### src/design/_unused_placeholder_removed.sv
// Intentionally empty file holder
`default_nettype none
`default_nettype wire

### src/design/gtu_pkg.sv
// Constants, control layout and register map of the general timer unit
`default_nettype none
package gtu_pkg;
  // =========================================================
  // Register byte offsets
  localparam logic [7:0] CTRL_OFS = 8'h00;
  localparam logic [7:0] VAL_OFS = 8'h20;
  localparam logic [7:0] CAPREG_OFS = 8'h40;
  localparam logic [7:0] STATUS_OFS = 8'h44;
  localparam logic [15:0] CTRL_RST = 16'h0000;
  localparam logic [15:0] VAL_RST = 16'h0000;
  localparam logic [1:0] RESP_OKAY = 2'b00;
  localparam logic [1:0] RESP_SLVERR = 2'b10;
  // =========================================================
  // Timer indices
  localparam int NUM_TIMERS = 5;
  localparam int NUM_PINS = 11;
  localparam int T_AUXL = 0;
  localparam int T_CORE = 1;
  localparam int T_AUXH = 2;
  localparam int T_SAUX = 3;
  localparam int T_SMAIN = 4;
  localparam int FIRST_M2 = 3;
  localparam int DIR_BASE = 5;
  localparam int CAP_PIN = 10;
  // =========================================================
  // Count resolution, log2 of system clocks per base tick
  localparam int M1_BASE_LOG = 2;
  localparam int M2_BASE_LOG = 1;
  localparam int PRE_W = 10;
  // =========================================================
  // Modes and control fields
  typedef enum logic [2:0] {
    MODE_TIMER = 3'h0,
    MODE_GATE_LO = 3'h1,
    MODE_GATE_HI = 3'h2,
    MODE_COUNTER = 3'h3,
    MODE_INCR = 3'h4,
    MODE_RELOAD = 3'h5,
    MODE_CAPTURE = 3'h6
  } gtu_mode_e;
  typedef struct packed {
    logic latch_clk;
    logic capreg_reload;
    logic cap_core_pins;
    logic clr_after_cap;
    logic tout_en;
    logic [1:0] edge_sel;
    logic ext_dir;
    logic down;
    logic run;
    gtu_mode_e mode;
    logic [2:0] prescale;
  } gtu_ctrl_s;
endpackage : gtu_pkg
`default_nettype wire

### src/design/gtu_timer.sv
// One 16-bit up/down timer cell with load and wrap pulse
`default_nettype none
module gtu_timer (
  input wire logic clk_in,
  input wire logic rst_n_in,
  input wire logic step_in,
  input wire logic down_in,
  input wire logic load_in,
  input wire logic [15:0] load_val_in,
  output logic [15:0] cnt_out,
  output logic wrap_out
);
  logic [15:0] cnt_ff;

  // =========================================================
  // Counter
  always_ff @(posedge clk_in)
  begin
    if (!rst_n_in)
      cnt_ff <= gtu_pkg::VAL_RST;
    else if (load_in)
      cnt_ff <= load_val_in;
    else if (step_in)
      cnt_ff <= down_in ? cnt_ff - 16'h0001 : cnt_ff + 16'h0001;
  end

  // Overflow or underflow on this step
  assign wrap_out = step_in && (down_in ? (cnt_ff == 16'h0000) : (cnt_ff == 16'hffff));
  assign cnt_out = cnt_ff;
endmodule : gtu_timer
`default_nettype wire

### src/design/gtu_top.sv
// General timer unit: two timer modules behind an AXI4-Lite slave
//
// Overview of operation
// - Five 16-bit timers, three plus two
// - Chaining only inside a module, via latches
// - First-module timers: timer, gated, counter, incremental
// - Timer counts prescaled clock; counter counts edges
// - Gated mode counts only at gate level
// - First module base tick is 4 clocks
// - Software direction, optionally flipped by pin
// - Incremental mode decodes quadrature A and B
// - Core latch toggles on wrap, drives pin
// - Core latch may clock either aux timer
// - Aux as capture or reload stops counting
// - Capture copies core timer on pin edge
// - Reload core from aux on pin/latch edge
// - Alternate reloads give continuous PWM
// - Second module: two timers, capreg, 2 clocks
// - Second module counts prescaled clock or pins
// - Second latch toggles, clocks aux, drives pin
// - Main wraps go out and reload main
// - Capture pin copies aux, optional clear
// - Core pin edges as alternative capture trigger
`default_nettype none
module gtu_top (
  input wire logic clk_in,
  input wire logic rst_n_in,
  input wire logic [4:0] timer_input_pin_in,
  input wire logic [4:0] timer_direction_pin_in,
  input wire logic capture_input_pin_in,
  output logic core_toggle_output_pin_out,
  output logic second_toggle_output_pin_out,
  output logic second_main_wrap_out,
  input wire logic [7:0] s_axi_awaddr,
  input wire logic s_axi_awvalid,
  output logic s_axi_awready,
  input wire logic [31:0] s_axi_wdata,
  input wire logic [3:0] s_axi_wstrb,
  input wire logic s_axi_wvalid,
  output logic s_axi_wready,
  output logic [1:0] s_axi_bresp,
  output logic s_axi_bvalid,
  input wire logic s_axi_bready,
  input wire logic [7:0] s_axi_araddr,
  input wire logic s_axi_arvalid,
  output logic s_axi_arready,
  output logic [31:0] s_axi_rdata,
  output logic [1:0] s_axi_rresp,
  output logic s_axi_rvalid,
  input wire logic s_axi_rready
);
  localparam int NT = gtu_pkg::NUM_TIMERS;
  localparam int NP = gtu_pkg::NUM_PINS;

  gtu_pkg::gtu_ctrl_s ctrl_ff [NT];
  logic [NP-1:0] sync1_ff;
  logic [NP-1:0] sync2_ff;
  logic [NP-1:0] samp_ff;
  logic [NP-1:0] prev_ff;
  logic [NP-1:0] pin_rise;
  logic [NP-1:0] pin_fall;
  logic [NP-1:0] samp_en;
  logic [gtu_pkg::PRE_W-1:0] pre_ff;
  logic base1;
  logic base2;
  logic core_tl_ff;
  logic core_tl_prev_ff;
  logic sec_tl_ff;
  logic sec_tl_prev_ff;
  logic [15:0] capreg_ff;
  logic [NT-1:0] step;
  logic [NT-1:0] down;
  logic [NT-1:0] load;
  logic [15:0] load_val [NT];
  logic [15:0] cnt [NT];
  logic [NT-1:0] wrap;
  logic [NT-1:0] tick;
  logic [NT-1:0] trig;
  logic cap2_trig;
  logic [7:0] awaddr_ff;
  logic aw_ok_ff;
  logic [31:0] wdata_ff;
  logic [3:0] wstrb_ff;
  logic w_ok_ff;
  logic aw_hs;
  logic w_hs;
  logic do_wr;
  logic nxt_aw_ok;
  logic nxt_w_ok;
  logic [15:0] wr16;
  logic [NT-1:0] sw_ctrl_wr;
  logic [NT-1:0] sw_val_wr;
  logic sw_cap_wr;
  logic wr_hit;

  // Tick for a prescale exponent on top of a module base rate
  function automatic logic pre_tick(input logic [gtu_pkg::PRE_W-1:0] pre, input logic [2:0] ex, input int base);
    logic [gtu_pkg::PRE_W-1:0] mask;
    mask = gtu_pkg::PRE_W'((1 << (base + int'(ex))) - 1);
    return &(pre | ~mask);
  endfunction : pre_tick

  function automatic logic edge_pick(input logic [1:0] sel, input logic r, input logic f);
    return (sel[0] && r) || (sel[1] && f);
  endfunction : edge_pick

  // =========================================================
  // Pin synchronisers and module-rate sampling
  always_ff @(posedge clk_in)
  begin
    if (!rst_n_in)
    begin
      sync1_ff <= '0;
      sync2_ff <= '0;
    end
    else
    begin
      sync1_ff <= {capture_input_pin_in, timer_direction_pin_in, timer_input_pin_in};
      sync2_ff <= sync1_ff;
    end
  end

  generate
    for (genvar p = 0; p < NP; p++)
    begin : g_samp
      localparam bit IS_M2 = (p == gtu_pkg::CAP_PIN) || ((p % gtu_pkg::DIR_BASE) >= gtu_pkg::FIRST_M2);
      assign samp_en[p] = IS_M2 ? base2 : base1;
      always_ff @(posedge clk_in)
      begin
        if (!rst_n_in)
          samp_ff[p] <= 1'b0;
        else if (samp_en[p])
          samp_ff[p] <= sync2_ff[p];
      end
    end
  endgenerate

  always_ff @(posedge clk_in)
  begin
    if (!rst_n_in)
      prev_ff <= '0;
    else
      prev_ff <= samp_ff;
  end

  // One-cycle pulse per sampled change
  assign pin_rise = samp_ff & ~prev_ff;
  assign pin_fall = ~samp_ff & prev_ff;

  // =========================================================
  // Prescaler
  always_ff @(posedge clk_in)
  begin
    if (!rst_n_in)
      pre_ff <= '0;
    else
      pre_ff <= pre_ff + gtu_pkg::PRE_W'(1);
  end

  assign base1 = pre_tick(pre_ff, 3'h0, gtu_pkg::M1_BASE_LOG);
  assign base2 = pre_tick(pre_ff, 3'h0, gtu_pkg::M2_BASE_LOG);

  // =========================================================
  // Count enables and directions
  always_comb
  begin
    logic lr;
    logic lf;
    logic a_edge;
    lr = 1'b0;
    lf = 1'b0;
    a_edge = 1'b0;
    for (int i = 0; i < NT; i++)
    begin
      tick[i] = pre_tick(pre_ff, ctrl_ff[i].prescale,
        (i >= gtu_pkg::FIRST_M2) ? gtu_pkg::M2_BASE_LOG : gtu_pkg::M1_BASE_LOG);
      lr = 1'b0;
      lf = 1'b0;
      if (i == gtu_pkg::T_AUXL || i == gtu_pkg::T_AUXH)
      begin
        lr = core_tl_ff && !core_tl_prev_ff;
        lf = !core_tl_ff && core_tl_prev_ff;
      end
      else if (i == gtu_pkg::T_SAUX)
      begin
        lr = sec_tl_ff && !sec_tl_prev_ff;
        lf = !sec_tl_ff && sec_tl_prev_ff;
      end
      trig[i] = ctrl_ff[i].latch_clk ? edge_pick(ctrl_ff[i].edge_sel, lr, lf)
        : edge_pick(ctrl_ff[i].edge_sel, pin_rise[i], pin_fall[i]);
      down[i] = ctrl_ff[i].down ^ (ctrl_ff[i].ext_dir && samp_ff[gtu_pkg::DIR_BASE + i]);
      step[i] = 1'b0;
      a_edge = pin_rise[i] || pin_fall[i];
      unique case (ctrl_ff[i].mode)
        gtu_pkg::MODE_TIMER:
          step[i] = ctrl_ff[i].run && tick[i];
        gtu_pkg::MODE_GATE_LO:
          step[i] = ctrl_ff[i].run && tick[i] && !samp_ff[i];
        gtu_pkg::MODE_GATE_HI:
          step[i] = ctrl_ff[i].run && tick[i] && samp_ff[i];
        gtu_pkg::MODE_COUNTER:
          step[i] = ctrl_ff[i].run && trig[i];
        gtu_pkg::MODE_INCR:
        begin
          step[i] = ctrl_ff[i].run && (a_edge || pin_rise[gtu_pkg::DIR_BASE + i]
            || pin_fall[gtu_pkg::DIR_BASE + i]);
          down[i] = a_edge ? (samp_ff[i] == prev_ff[gtu_pkg::DIR_BASE + i])
            : (samp_ff[gtu_pkg::DIR_BASE + i] != prev_ff[i]);
        end
        default:
          step[i] = 1'b0;
      endcase
    end
  end

  // =========================================================
  // Loads: software first, then capture and reload
  assign cap2_trig = ctrl_ff[gtu_pkg::T_SAUX].cap_core_pins
    ? (pin_rise[gtu_pkg::T_CORE] || pin_fall[gtu_pkg::T_CORE]
      || pin_rise[gtu_pkg::DIR_BASE + gtu_pkg::T_CORE] || pin_fall[gtu_pkg::DIR_BASE + gtu_pkg::T_CORE])
    : edge_pick(ctrl_ff[gtu_pkg::T_SAUX].edge_sel, pin_rise[gtu_pkg::CAP_PIN], pin_fall[gtu_pkg::CAP_PIN]);

  always_comb
  begin
    for (int i = 0; i < NT; i++)
    begin
      load[i] = sw_val_wr[i];
      load_val[i] = wr16;
    end
    if (!sw_val_wr[gtu_pkg::T_CORE])
    begin
      if (ctrl_ff[gtu_pkg::T_AUXL].mode == gtu_pkg::MODE_RELOAD && trig[gtu_pkg::T_AUXL])
      begin
        load[gtu_pkg::T_CORE] = 1'b1;
        load_val[gtu_pkg::T_CORE] = cnt[gtu_pkg::T_AUXL];
      end
      else if (ctrl_ff[gtu_pkg::T_AUXH].mode == gtu_pkg::MODE_RELOAD && trig[gtu_pkg::T_AUXH])
      begin
        load[gtu_pkg::T_CORE] = 1'b1;
        load_val[gtu_pkg::T_CORE] = cnt[gtu_pkg::T_AUXH];
      end
    end
    for (int i = 0; i < gtu_pkg::FIRST_M2; i += 2)
    begin
      if (!sw_val_wr[i] && ctrl_ff[i].mode == gtu_pkg::MODE_CAPTURE && trig[i])
      begin
        load[i] = 1'b1;
        load_val[i] = cnt[gtu_pkg::T_CORE];
      end
    end
    if (!sw_val_wr[gtu_pkg::T_SAUX] && cap2_trig && ctrl_ff[gtu_pkg::T_SAUX].clr_after_cap)
    begin
      load[gtu_pkg::T_SAUX] = 1'b1;
      load_val[gtu_pkg::T_SAUX] = 16'h0000;
    end
    if (!sw_val_wr[gtu_pkg::T_SMAIN] && wrap[gtu_pkg::T_SMAIN] && ctrl_ff[gtu_pkg::T_SMAIN].capreg_reload)
    begin
      load[gtu_pkg::T_SMAIN] = 1'b1;
      load_val[gtu_pkg::T_SMAIN] = capreg_ff;
    end
  end

  generate
    for (genvar t = 0; t < NT; t++)
    begin : g_tmr
      gtu_timer u_tmr (
        .clk_in(clk_in),
        .rst_n_in(rst_n_in),
        .step_in(step[t]),
        .down_in(down[t]),
        .load_in(load[t]),
        .load_val_in(load_val[t]),
        .cnt_out(cnt[t]),
        .wrap_out(wrap[t])
      );
    end
  endgenerate

  // =========================================================
  // Toggle latches and pins
  always_ff @(posedge clk_in)
  begin
    if (!rst_n_in)
    begin
      core_tl_ff <= 1'b0;
      core_tl_prev_ff <= 1'b0;
      sec_tl_ff <= 1'b0;
      sec_tl_prev_ff <= 1'b0;
    end
    else
    begin
      core_tl_ff <= core_tl_ff ^ wrap[gtu_pkg::T_CORE];
      core_tl_prev_ff <= core_tl_ff;
      sec_tl_ff <= sec_tl_ff ^ wrap[gtu_pkg::T_SMAIN];
      sec_tl_prev_ff <= sec_tl_ff;
    end
  end

  always_ff @(posedge clk_in)
  begin
    if (!rst_n_in)
    begin
      core_toggle_output_pin_out <= 1'b0;
      second_toggle_output_pin_out <= 1'b0;
      second_main_wrap_out <= 1'b0;
    end
    else
    begin
      core_toggle_output_pin_out <= core_tl_ff && ctrl_ff[gtu_pkg::T_CORE].tout_en;
      second_toggle_output_pin_out <= sec_tl_ff && ctrl_ff[gtu_pkg::T_SMAIN].tout_en;
      second_main_wrap_out <= wrap[gtu_pkg::T_SMAIN];
    end
  end

  // =========================================================
  // Capture/reload register
  always_ff @(posedge clk_in)
  begin
    if (!rst_n_in)
      capreg_ff <= gtu_pkg::VAL_RST;
    else if (sw_cap_wr)
      capreg_ff <= wr16;
    else if (cap2_trig)
      capreg_ff <= cnt[gtu_pkg::T_SAUX];
  end

  // =========================================================
  // AXI4-Lite write channel
  assign aw_hs = s_axi_awvalid && s_axi_awready;
  assign w_hs = s_axi_wvalid && s_axi_wready;
  assign do_wr = aw_ok_ff && w_ok_ff && !s_axi_bvalid;
  assign nxt_aw_ok = (aw_ok_ff || aw_hs) && !do_wr;
  assign nxt_w_ok = (w_ok_ff || w_hs) && !do_wr;
  assign wr16 = {wstrb_ff[1] ? wdata_ff[15:8] : 8'h00, wstrb_ff[0] ? wdata_ff[7:0] : 8'h00};

  always_comb
  begin
    sw_cap_wr = do_wr && awaddr_ff == gtu_pkg::CAPREG_OFS;
    wr_hit = sw_cap_wr || (awaddr_ff == gtu_pkg::STATUS_OFS);
    for (int i = 0; i < NT; i++)
    begin
      sw_ctrl_wr[i] = do_wr && awaddr_ff == gtu_pkg::CTRL_OFS + 8'(4 * i);
      sw_val_wr[i] = do_wr && awaddr_ff == gtu_pkg::VAL_OFS + 8'(4 * i);
      wr_hit = wr_hit || awaddr_ff == gtu_pkg::CTRL_OFS + 8'(4 * i) || awaddr_ff == gtu_pkg::VAL_OFS + 8'(4 * i);
    end
  end

  always_ff @(posedge clk_in)
  begin
    if (!rst_n_in)
    begin
      aw_ok_ff <= 1'b0;
      w_ok_ff <= 1'b0;
      s_axi_awready <= 1'b0;
      s_axi_wready <= 1'b0;
      awaddr_ff <= 8'h00;
      wdata_ff <= 32'h00000000;
      wstrb_ff <= 4'h0;
    end
    else
    begin
      aw_ok_ff <= nxt_aw_ok;
      w_ok_ff <= nxt_w_ok;
      s_axi_awready <= !nxt_aw_ok;
      s_axi_wready <= !nxt_w_ok;
      if (aw_hs)
        awaddr_ff <= {s_axi_awaddr[7:2], 2'b00};
      if (w_hs)
      begin
        wdata_ff <= s_axi_wdata;
        wstrb_ff <= s_axi_wstrb;
      end
    end
  end

  always_ff @(posedge clk_in)
  begin
    if (!rst_n_in)
    begin
      s_axi_bvalid <= 1'b0;
      s_axi_bresp <= gtu_pkg::RESP_OKAY;
    end
    else if (do_wr)
    begin
      s_axi_bvalid <= 1'b1;
      s_axi_bresp <= wr_hit ? gtu_pkg::RESP_OKAY : gtu_pkg::RESP_SLVERR;
    end
    else if (s_axi_bready)
      s_axi_bvalid <= 1'b0;
  end

  generate
    for (genvar c = 0; c < NT; c++)
    begin : g_ctrl
      always_ff @(posedge clk_in)
      begin
        if (!rst_n_in)
          ctrl_ff[c] <= gtu_pkg::CTRL_RST;
        else if (sw_ctrl_wr[c])
          ctrl_ff[c] <= wr16;
      end
    end
  endgenerate

  // =========================================================
  // AXI4-Lite read channel
  function automatic logic [33:0] rd_word(input logic [7:0] a);
    logic [33:0] r;
    r = {gtu_pkg::RESP_SLVERR, 32'h00000000};
    for (int i = 0; i < NT; i++)
    begin
      if (a == gtu_pkg::CTRL_OFS + 8'(4 * i))
        r = {gtu_pkg::RESP_OKAY, 16'h0000, ctrl_ff[i]};
      if (a == gtu_pkg::VAL_OFS + 8'(4 * i))
        r = {gtu_pkg::RESP_OKAY, 16'h0000, cnt[i]};
    end
    if (a == gtu_pkg::CAPREG_OFS)
      r = {gtu_pkg::RESP_OKAY, 16'h0000, capreg_ff};
    if (a == gtu_pkg::STATUS_OFS)
      r = {gtu_pkg::RESP_OKAY, 30'h00000000, sec_tl_ff, core_tl_ff};
    return r;
  endfunction : rd_word

  always_ff @(posedge clk_in)
  begin
    if (!rst_n_in)
    begin
      s_axi_arready <= 1'b0;
      s_axi_rvalid <= 1'b0;
      s_axi_rdata <= 32'h00000000;
      s_axi_rresp <= gtu_pkg::RESP_OKAY;
    end
    else if (s_axi_arvalid && s_axi_arready)
    begin
      s_axi_arready <= 1'b0;
      s_axi_rvalid <= 1'b1;
      {s_axi_rresp, s_axi_rdata} <= rd_word({s_axi_araddr[7:2], 2'b00});
    end
    else if (s_axi_rvalid && s_axi_rready)
    begin
      s_axi_rvalid <= 1'b0;
      s_axi_arready <= 1'b1;
    end
    else if (!s_axi_rvalid)
      s_axi_arready <= 1'b1;
  end
endmodule : gtu_top
`default_nettype wire

### config.mk
export PLATFORM = sky130hd
export DESIGN_NAME = gtu_top
export DESIGN_NICKNAME = d
export VERILOG_FILES = /design/src/design/_unused_placeholder_removed.sv /design/src/design/gtu_pkg.sv /design/src/design/gtu_timer.sv /design/src/design/gtu_top.sv
export SDC_FILE = /design/constraint.sdc
export NUM_CORES = 1
export LEC_CHECK = 0
export ABC_CLOCK_PERIOD_IN_PS = 5100
export BUFFER_PORTS_ARGS = -buffer_cell sky130_fd_sc_hd__buf_2
export CAP_MARGIN = 25
export CORE_UTILIZATION = 60
export CTS_BUF_LIST = sky130_fd_sc_hd__clkbuf_4 sky130_fd_sc_hd__clkbuf_8
export DETAILED_ROUTE_END_ITERATION = 10
export HOLD_SLACK_MARGIN = 0.08
export PLACE_DENSITY = 0.86
export SKIP_LAST_GASP = 1
export SLEW_MARGIN = 30
export SYNTH_ARGS = -nofsm -noshare
export SYNTH_HDL_FRONTEND = slang
export SYNTH_HIERARCHICAL = 1
export SYNTH_SLANG_ARGS = --single-unit
### constraint.sdc
create_clock -name clk_in -period 5.1 [get_ports clk_in]
set_input_delay 1.53 -clock clk_in [delete_from_list [all_inputs] [get_ports clk_in]]
set_output_delay 1.53 -clock clk_in [all_outputs]
set_load 0.02 [all_outputs]
* Word-level counts from Yosys, hierarchy flattened
Memory sizes are Yosys's and may differ from the RTL's.
Index checks and enable logic that the tools add are counted.
** Storage, ports and cells
- Word-level logic and storage cells :: 413
- Memories kept :: 1
- Flip-flop bits (word level) :: 224
- Output and inout bits :: 44
- Bits in writable memories :: 80
- Bits of input ports :: 70
** Cells by class
- Reduce and logical (&&, ||, !) cells :: 163
- Eq/ne operators :: 59
- Add/subtract/negate cells :: 21
- Mux-type cells :: 96
- Shifts and indexed selects :: 5
- Bitwise logic cells :: 27
** Memories
- ctrl_ff :: words 5, width 16, rd ports 5, clocked after memory_dff 0, wr ports 5, line gtu_top.sv:55 : gtu_pkg::gtu_ctrl_s ctrl_ff [NT];
** Operator list (count)
- two-way mux 16 bit :: 29
- two-way mux 34 bit :: 12
- logical AND 1 bit :: 85
- adder 16 x 1 -> 16 bit, second input constant :: 5
- subtractor 16 x 1 -> 16 bit, second input constant :: 5
- == test 6 x 4 -> 1 bit, second input constant :: 10
- NOT 10 bit :: 5
- OR 10 bit :: 5
- AND reduction 10 bit :: 5
- << shifter 1 x 4 -> 10 bit, first input constant :: 5
- subtractor 10 x 2 -> 10 bit, second input constant :: 5
- two-way mux 1 bit :: 47
- logical OR 1 bit :: 37
- == test 16 bit, second input constant :: 2
- zero test 16 bit :: 2
- == test 3 x 2 -> 1 bit, second input constant :: 10
- == test 3 bit, second input constant :: 9
- one-hot mux 1 bit (5 select lines) :: 5
- == test 6 x 2 -> 1 bit, second input constant :: 4
- == test 6 x 5 -> 1 bit, second input constant :: 4
- AND 11 bit :: 2
- NOT 11 bit :: 2
- zero test 1 bit :: 17
- two-way mux 8 bit :: 2
- other kinds (19) :: 57

* Depth between registers and ports, before layout
- Depth in word-level cells :: 15
- Gate-level depth with buffers :: 20
- Gate-level depth less buffers :: 17

* By module
Netlist, hierarchy kept.
** By module, submodules not included
- gtu_top :: times used 1, sequential area each 4924.7 µm², cells an instance 1367, area an instance 12086.6 µm²
- gtu_timer :: times used 5, sequential area each 320.3 µm², cells an instance 197, area an instance 1582.8 µm²

* Least setup slack after synthesis
OpenSTA, ideal clock, no wires.
- Path kind :: reg2reg
- Start :: memory ctrl_ff[4][0] (netlist bit)
- End :: register g_tmr[4].u_tmr.cnt_ff[15]
- Cell stages (with the launch flop) :: 19
- Library setup time :: 134 ps
- Arrival :: 4205 ps
- Data required time :: 4966 ps
- Period minus slack after synthesis :: 4339 ps
- Buffers on the path :: 4
- Slack :: 761 ps
- Cells stage by stage :: edfxtp_1 clkbuf_1 nor3_1 inv_1 ha_1 nor2_1 a2111oi_0 o21ai_0 o41ai_1 clkbuf_1 clkbuf_1 nor2b_1 nand2_1 o21ai_0 clkbuf_1 nor2b_1 and2_1 o2111a_1 or4_1
** RTL lines
- start, declared :: line gtu_top.sv:55
- end signal, assigned :: line gtu_timer.sv:20 : cnt_ff <= gtu_pkg::VAL_RST;
- end signal, assigned :: line gtu_timer.sv:22 : cnt_ff <= load_val_in;
- end signal, assigned :: line gtu_timer.sv:24 : cnt_ff <= down_in ? cnt_ff - 16'h0001 : cnt_ff + 16'h0001;
- end, declared :: line gtu_timer.sv:13 : logic [15:0] cnt_ff;

==> impl_metrics.env <==
export IMPL_endpoint="g_tmr[4].u_tmr/cnt_out[15]$_SDFFE_PN0P_"
export IMPL_routed_via_density=6.89
export IMPL_rrSetupSlack_ns=0.83
export IMPL_end_kind="flip-flop"
export IMPL_start_util_pct=60.9
export IMPL_postCtsHoldBufs=0
export IMPL_status="completed"
export IMPL_syn2layout_area_growth_pct=8.80
export IMPL_cp_data_arrival_time_ns=4.76
export IMPL_drcViolationCount=0
export IMPL_crit_path_start="ctrl_ff[4][0]$_SDFFCE_PN0P_"
export IMPL_cts_tree="yes"
export IMPL_maxCapViolCount=0
export IMPL_cts_setup_buffers=0
export IMPL_gp_congestion=1.01
export IMPL_grt_max_degree=64
export IMPL_grt_pass1_vias=17800
export IMPL_diodes=0
export IMPL_cp_data_required_time_ns=5.60
export IMPL_core_um2=32500
export IMPL_place_port_buffers=73
export IMPL_peakVddDrop_v=0.000256
export IMPL_h_tree_depth=2
export IMPL_grt_setup_unrepaired="no"
export IMPL_cellLeakagePower_nw=8.05
export IMPL_max_slew_margin_pct=33.0
export IMPL_netlist_instances=2313
export IMPL_power_density_nw_per_um2=259
export IMPL_hold_violations=0
export IMPL_top_usage_layer="met2"
export IMPL_drive_above_1_share_pct=14.2
export IMPL_die_h_um=183
export IMPL_grt_usage_pct=41.0
export IMPL_worst_path_stages=14
export IMPL_fin_crit_ns=4.27
export IMPL_use_met1_pct=53.5
export IMPL_tns_ns=0
export IMPL_worstSetupPathType="reg2reg"
export IMPL_crit_family="simple AND/OR/NAND/NOR gates"
export IMPL_die_w_um=183
export IMPL_fmax_mhz=234
export IMPL_reg2reg_depth=14
export IMPL_path_max_fanout=26
export IMPL_die_area_um2=33700
export IMPL_path_clk_slew_ns=0.06
export IMPL_cpPeakStageDelay_ns=0.55
export IMPL_crit_slowest_cell="edfxtp_1"
export IMPL_pin_count=114
export IMPL_startpoint_type="flip-flop"
export IMPL_clock_sinks=286
export IMPL_critical_path_buf_inv_count=1
export IMPL_reg2reg_from="ctrl_ff[4][0]$_SDFFCE_PN0P_"
export IMPL_final_cell_mix="nor2_1 (218), a21oi_1 (211), dfxtp_1 (206)"
export IMPL_dpl_cell_area_um2=20300
export IMPL_nNetsFinal=2495
export IMPL_use_met2_pct=62.7
export IMPL_ys_warn_count=6
export IMPL_final_area_um2=21500
export IMPL_timing_rr_end="g_tmr[4].u_tmr/cnt_out[15]$_SDFFE_PN0P_"
export IMPL_drt_total_wl_um=69800
export IMPL_final_common_cell="nor2_1"
export IMPL_grt_pass1_wl_um=104000
export IMPL_cts_buffers=50
export IMPL_antenna_found_initial=1
export IMPL_ant_nets=0
export IMPL_syn_area_um2=19800
export IMPL_clockRootBuffer="clkbuf_8"
export IMPL_dr_pass1_iters=8
export IMPL_cts_resized=0
export IMPL_synth_avg_cell_area_um2=8.54
export IMPL_report_final_setup_viol=0
export IMPL_cts_max_path_buffers=3
export IMPL_fin_skew_ns=0.0248
export IMPL_final_core_util_pct=66.2
export IMPL_report_final_slew_viol_count=0
export IMPL_hold_slack_ns=0.433
export IMPL_rows=66
export IMPL_hpwlAfterDp_um=50400
export IMPL_route_vias_total=19400
export IMPL_wl_per_cell_um=24.9
export IMPL_grt_overflow_total=0
export IMPL_drtIter0Drc=2599
export IMPL_met3_usage_pct=9.61
export IMPL_min_path_type="reg2reg"
export IMPL_path_cells="nor3_1, inv_1, ha_1, nor2_1, a2111oi_0, o21ai_0, o41ai_2, nor2b_1, nand2_1, o21ai_4, nor2b_1, nand2_1, nor3_1, or4_1"
export IMPL_finalCritPeriodShare_pct=83.7
export IMPL_total_power_mw=5.57
export IMPL_worst_skew_pair_late_latency_ns=0.64
export IMPL_tightestPinTransition_ns=1.00
-- worst min path at each step --
stage                                 startpoint                endpoint  slack (ns)  cells past startpoint
after floorplan           sync1_ff[0]$_SDFF_PN0_  sync2_ff[0]$_SDFF_PN0_        0.41                      1
after global placement    sync1_ff[7]$_SDFF_PN0_  sync2_ff[7]$_SDFF_PN0_        0.41                      1
after detailed placement  sync1_ff[4]$_SDFF_PN0_  sync2_ff[4]$_SDFF_PN0_        0.42                      1
after CTS                 sync1_ff[4]$_SDFF_PN0_  sync2_ff[4]$_SDFF_PN0_        0.44                      1
after global routing      sync1_ff[9]$_SDFF_PN0_  sync2_ff[9]$_SDFF_PN0_        0.45                      1
final                     sync1_ff[4]$_SDFF_PN0_  sync2_ff[4]$_SDFF_PN0_        0.43                      1
-- flip-flops by register name, summed over array words and instances (netlist names), 2 cells and up --
name / cells
samp_ff: 11
prev_ff: 11
ctrl_ff: 80
s_axi_rdata: 16
sync2_ff: 11
wdata_ff: 16
capreg_ff: 16
sync1_ff: 11
wstrb_ff: 2
awaddr_ff: 6
g_tmr.u_tmr/cnt_out: 80
pre_ff: 10
-- cell type report --
type	instances	area (um^2)
Clock buffer	71	908
Clock inverter	22	272
Fill cell	2718	11000
Inverter	56	213
Multi-Input combinational cell	1825	12400
Sequential cell	286	6530
Tap cell	442	553
Timing Repair Buffer	105	618
-- worst register-to-register path: cells and delay by family, from the launching register on --
family / cells / cell delay, ns
buf+inv: 1 / 0.08
flops: 1 / 0.55
fa+ha+maj: 1 / 0.28
simple gates: 8 / 1.92
compound gates: 4 / 1.31
-- per-stage QoR --
stage	setup slack (ns)	instances
floorplan	0.761	2331
global placement	0.887	2714
detailed placement	0.805	2714
CTS	0.754	2807
global route	0.597	2807
finish	0.833	2807
-- report_power, final --
group          internal, mW  switching (mW)
combinational         0.202           0.387
sequential             2.39          0.0779
clock                  1.46            1.05
total                  4.06            1.51
-- routing by layer --
metal  vias to the layer above  share of wire (%)
met5                         -              0.019
met4                         2                6.0
met2                      1312                 43
met1                      9145                 39
met3                       283                 12
li1                       8609                  -
Note: power is estimated with default switching activity, not from simulation.
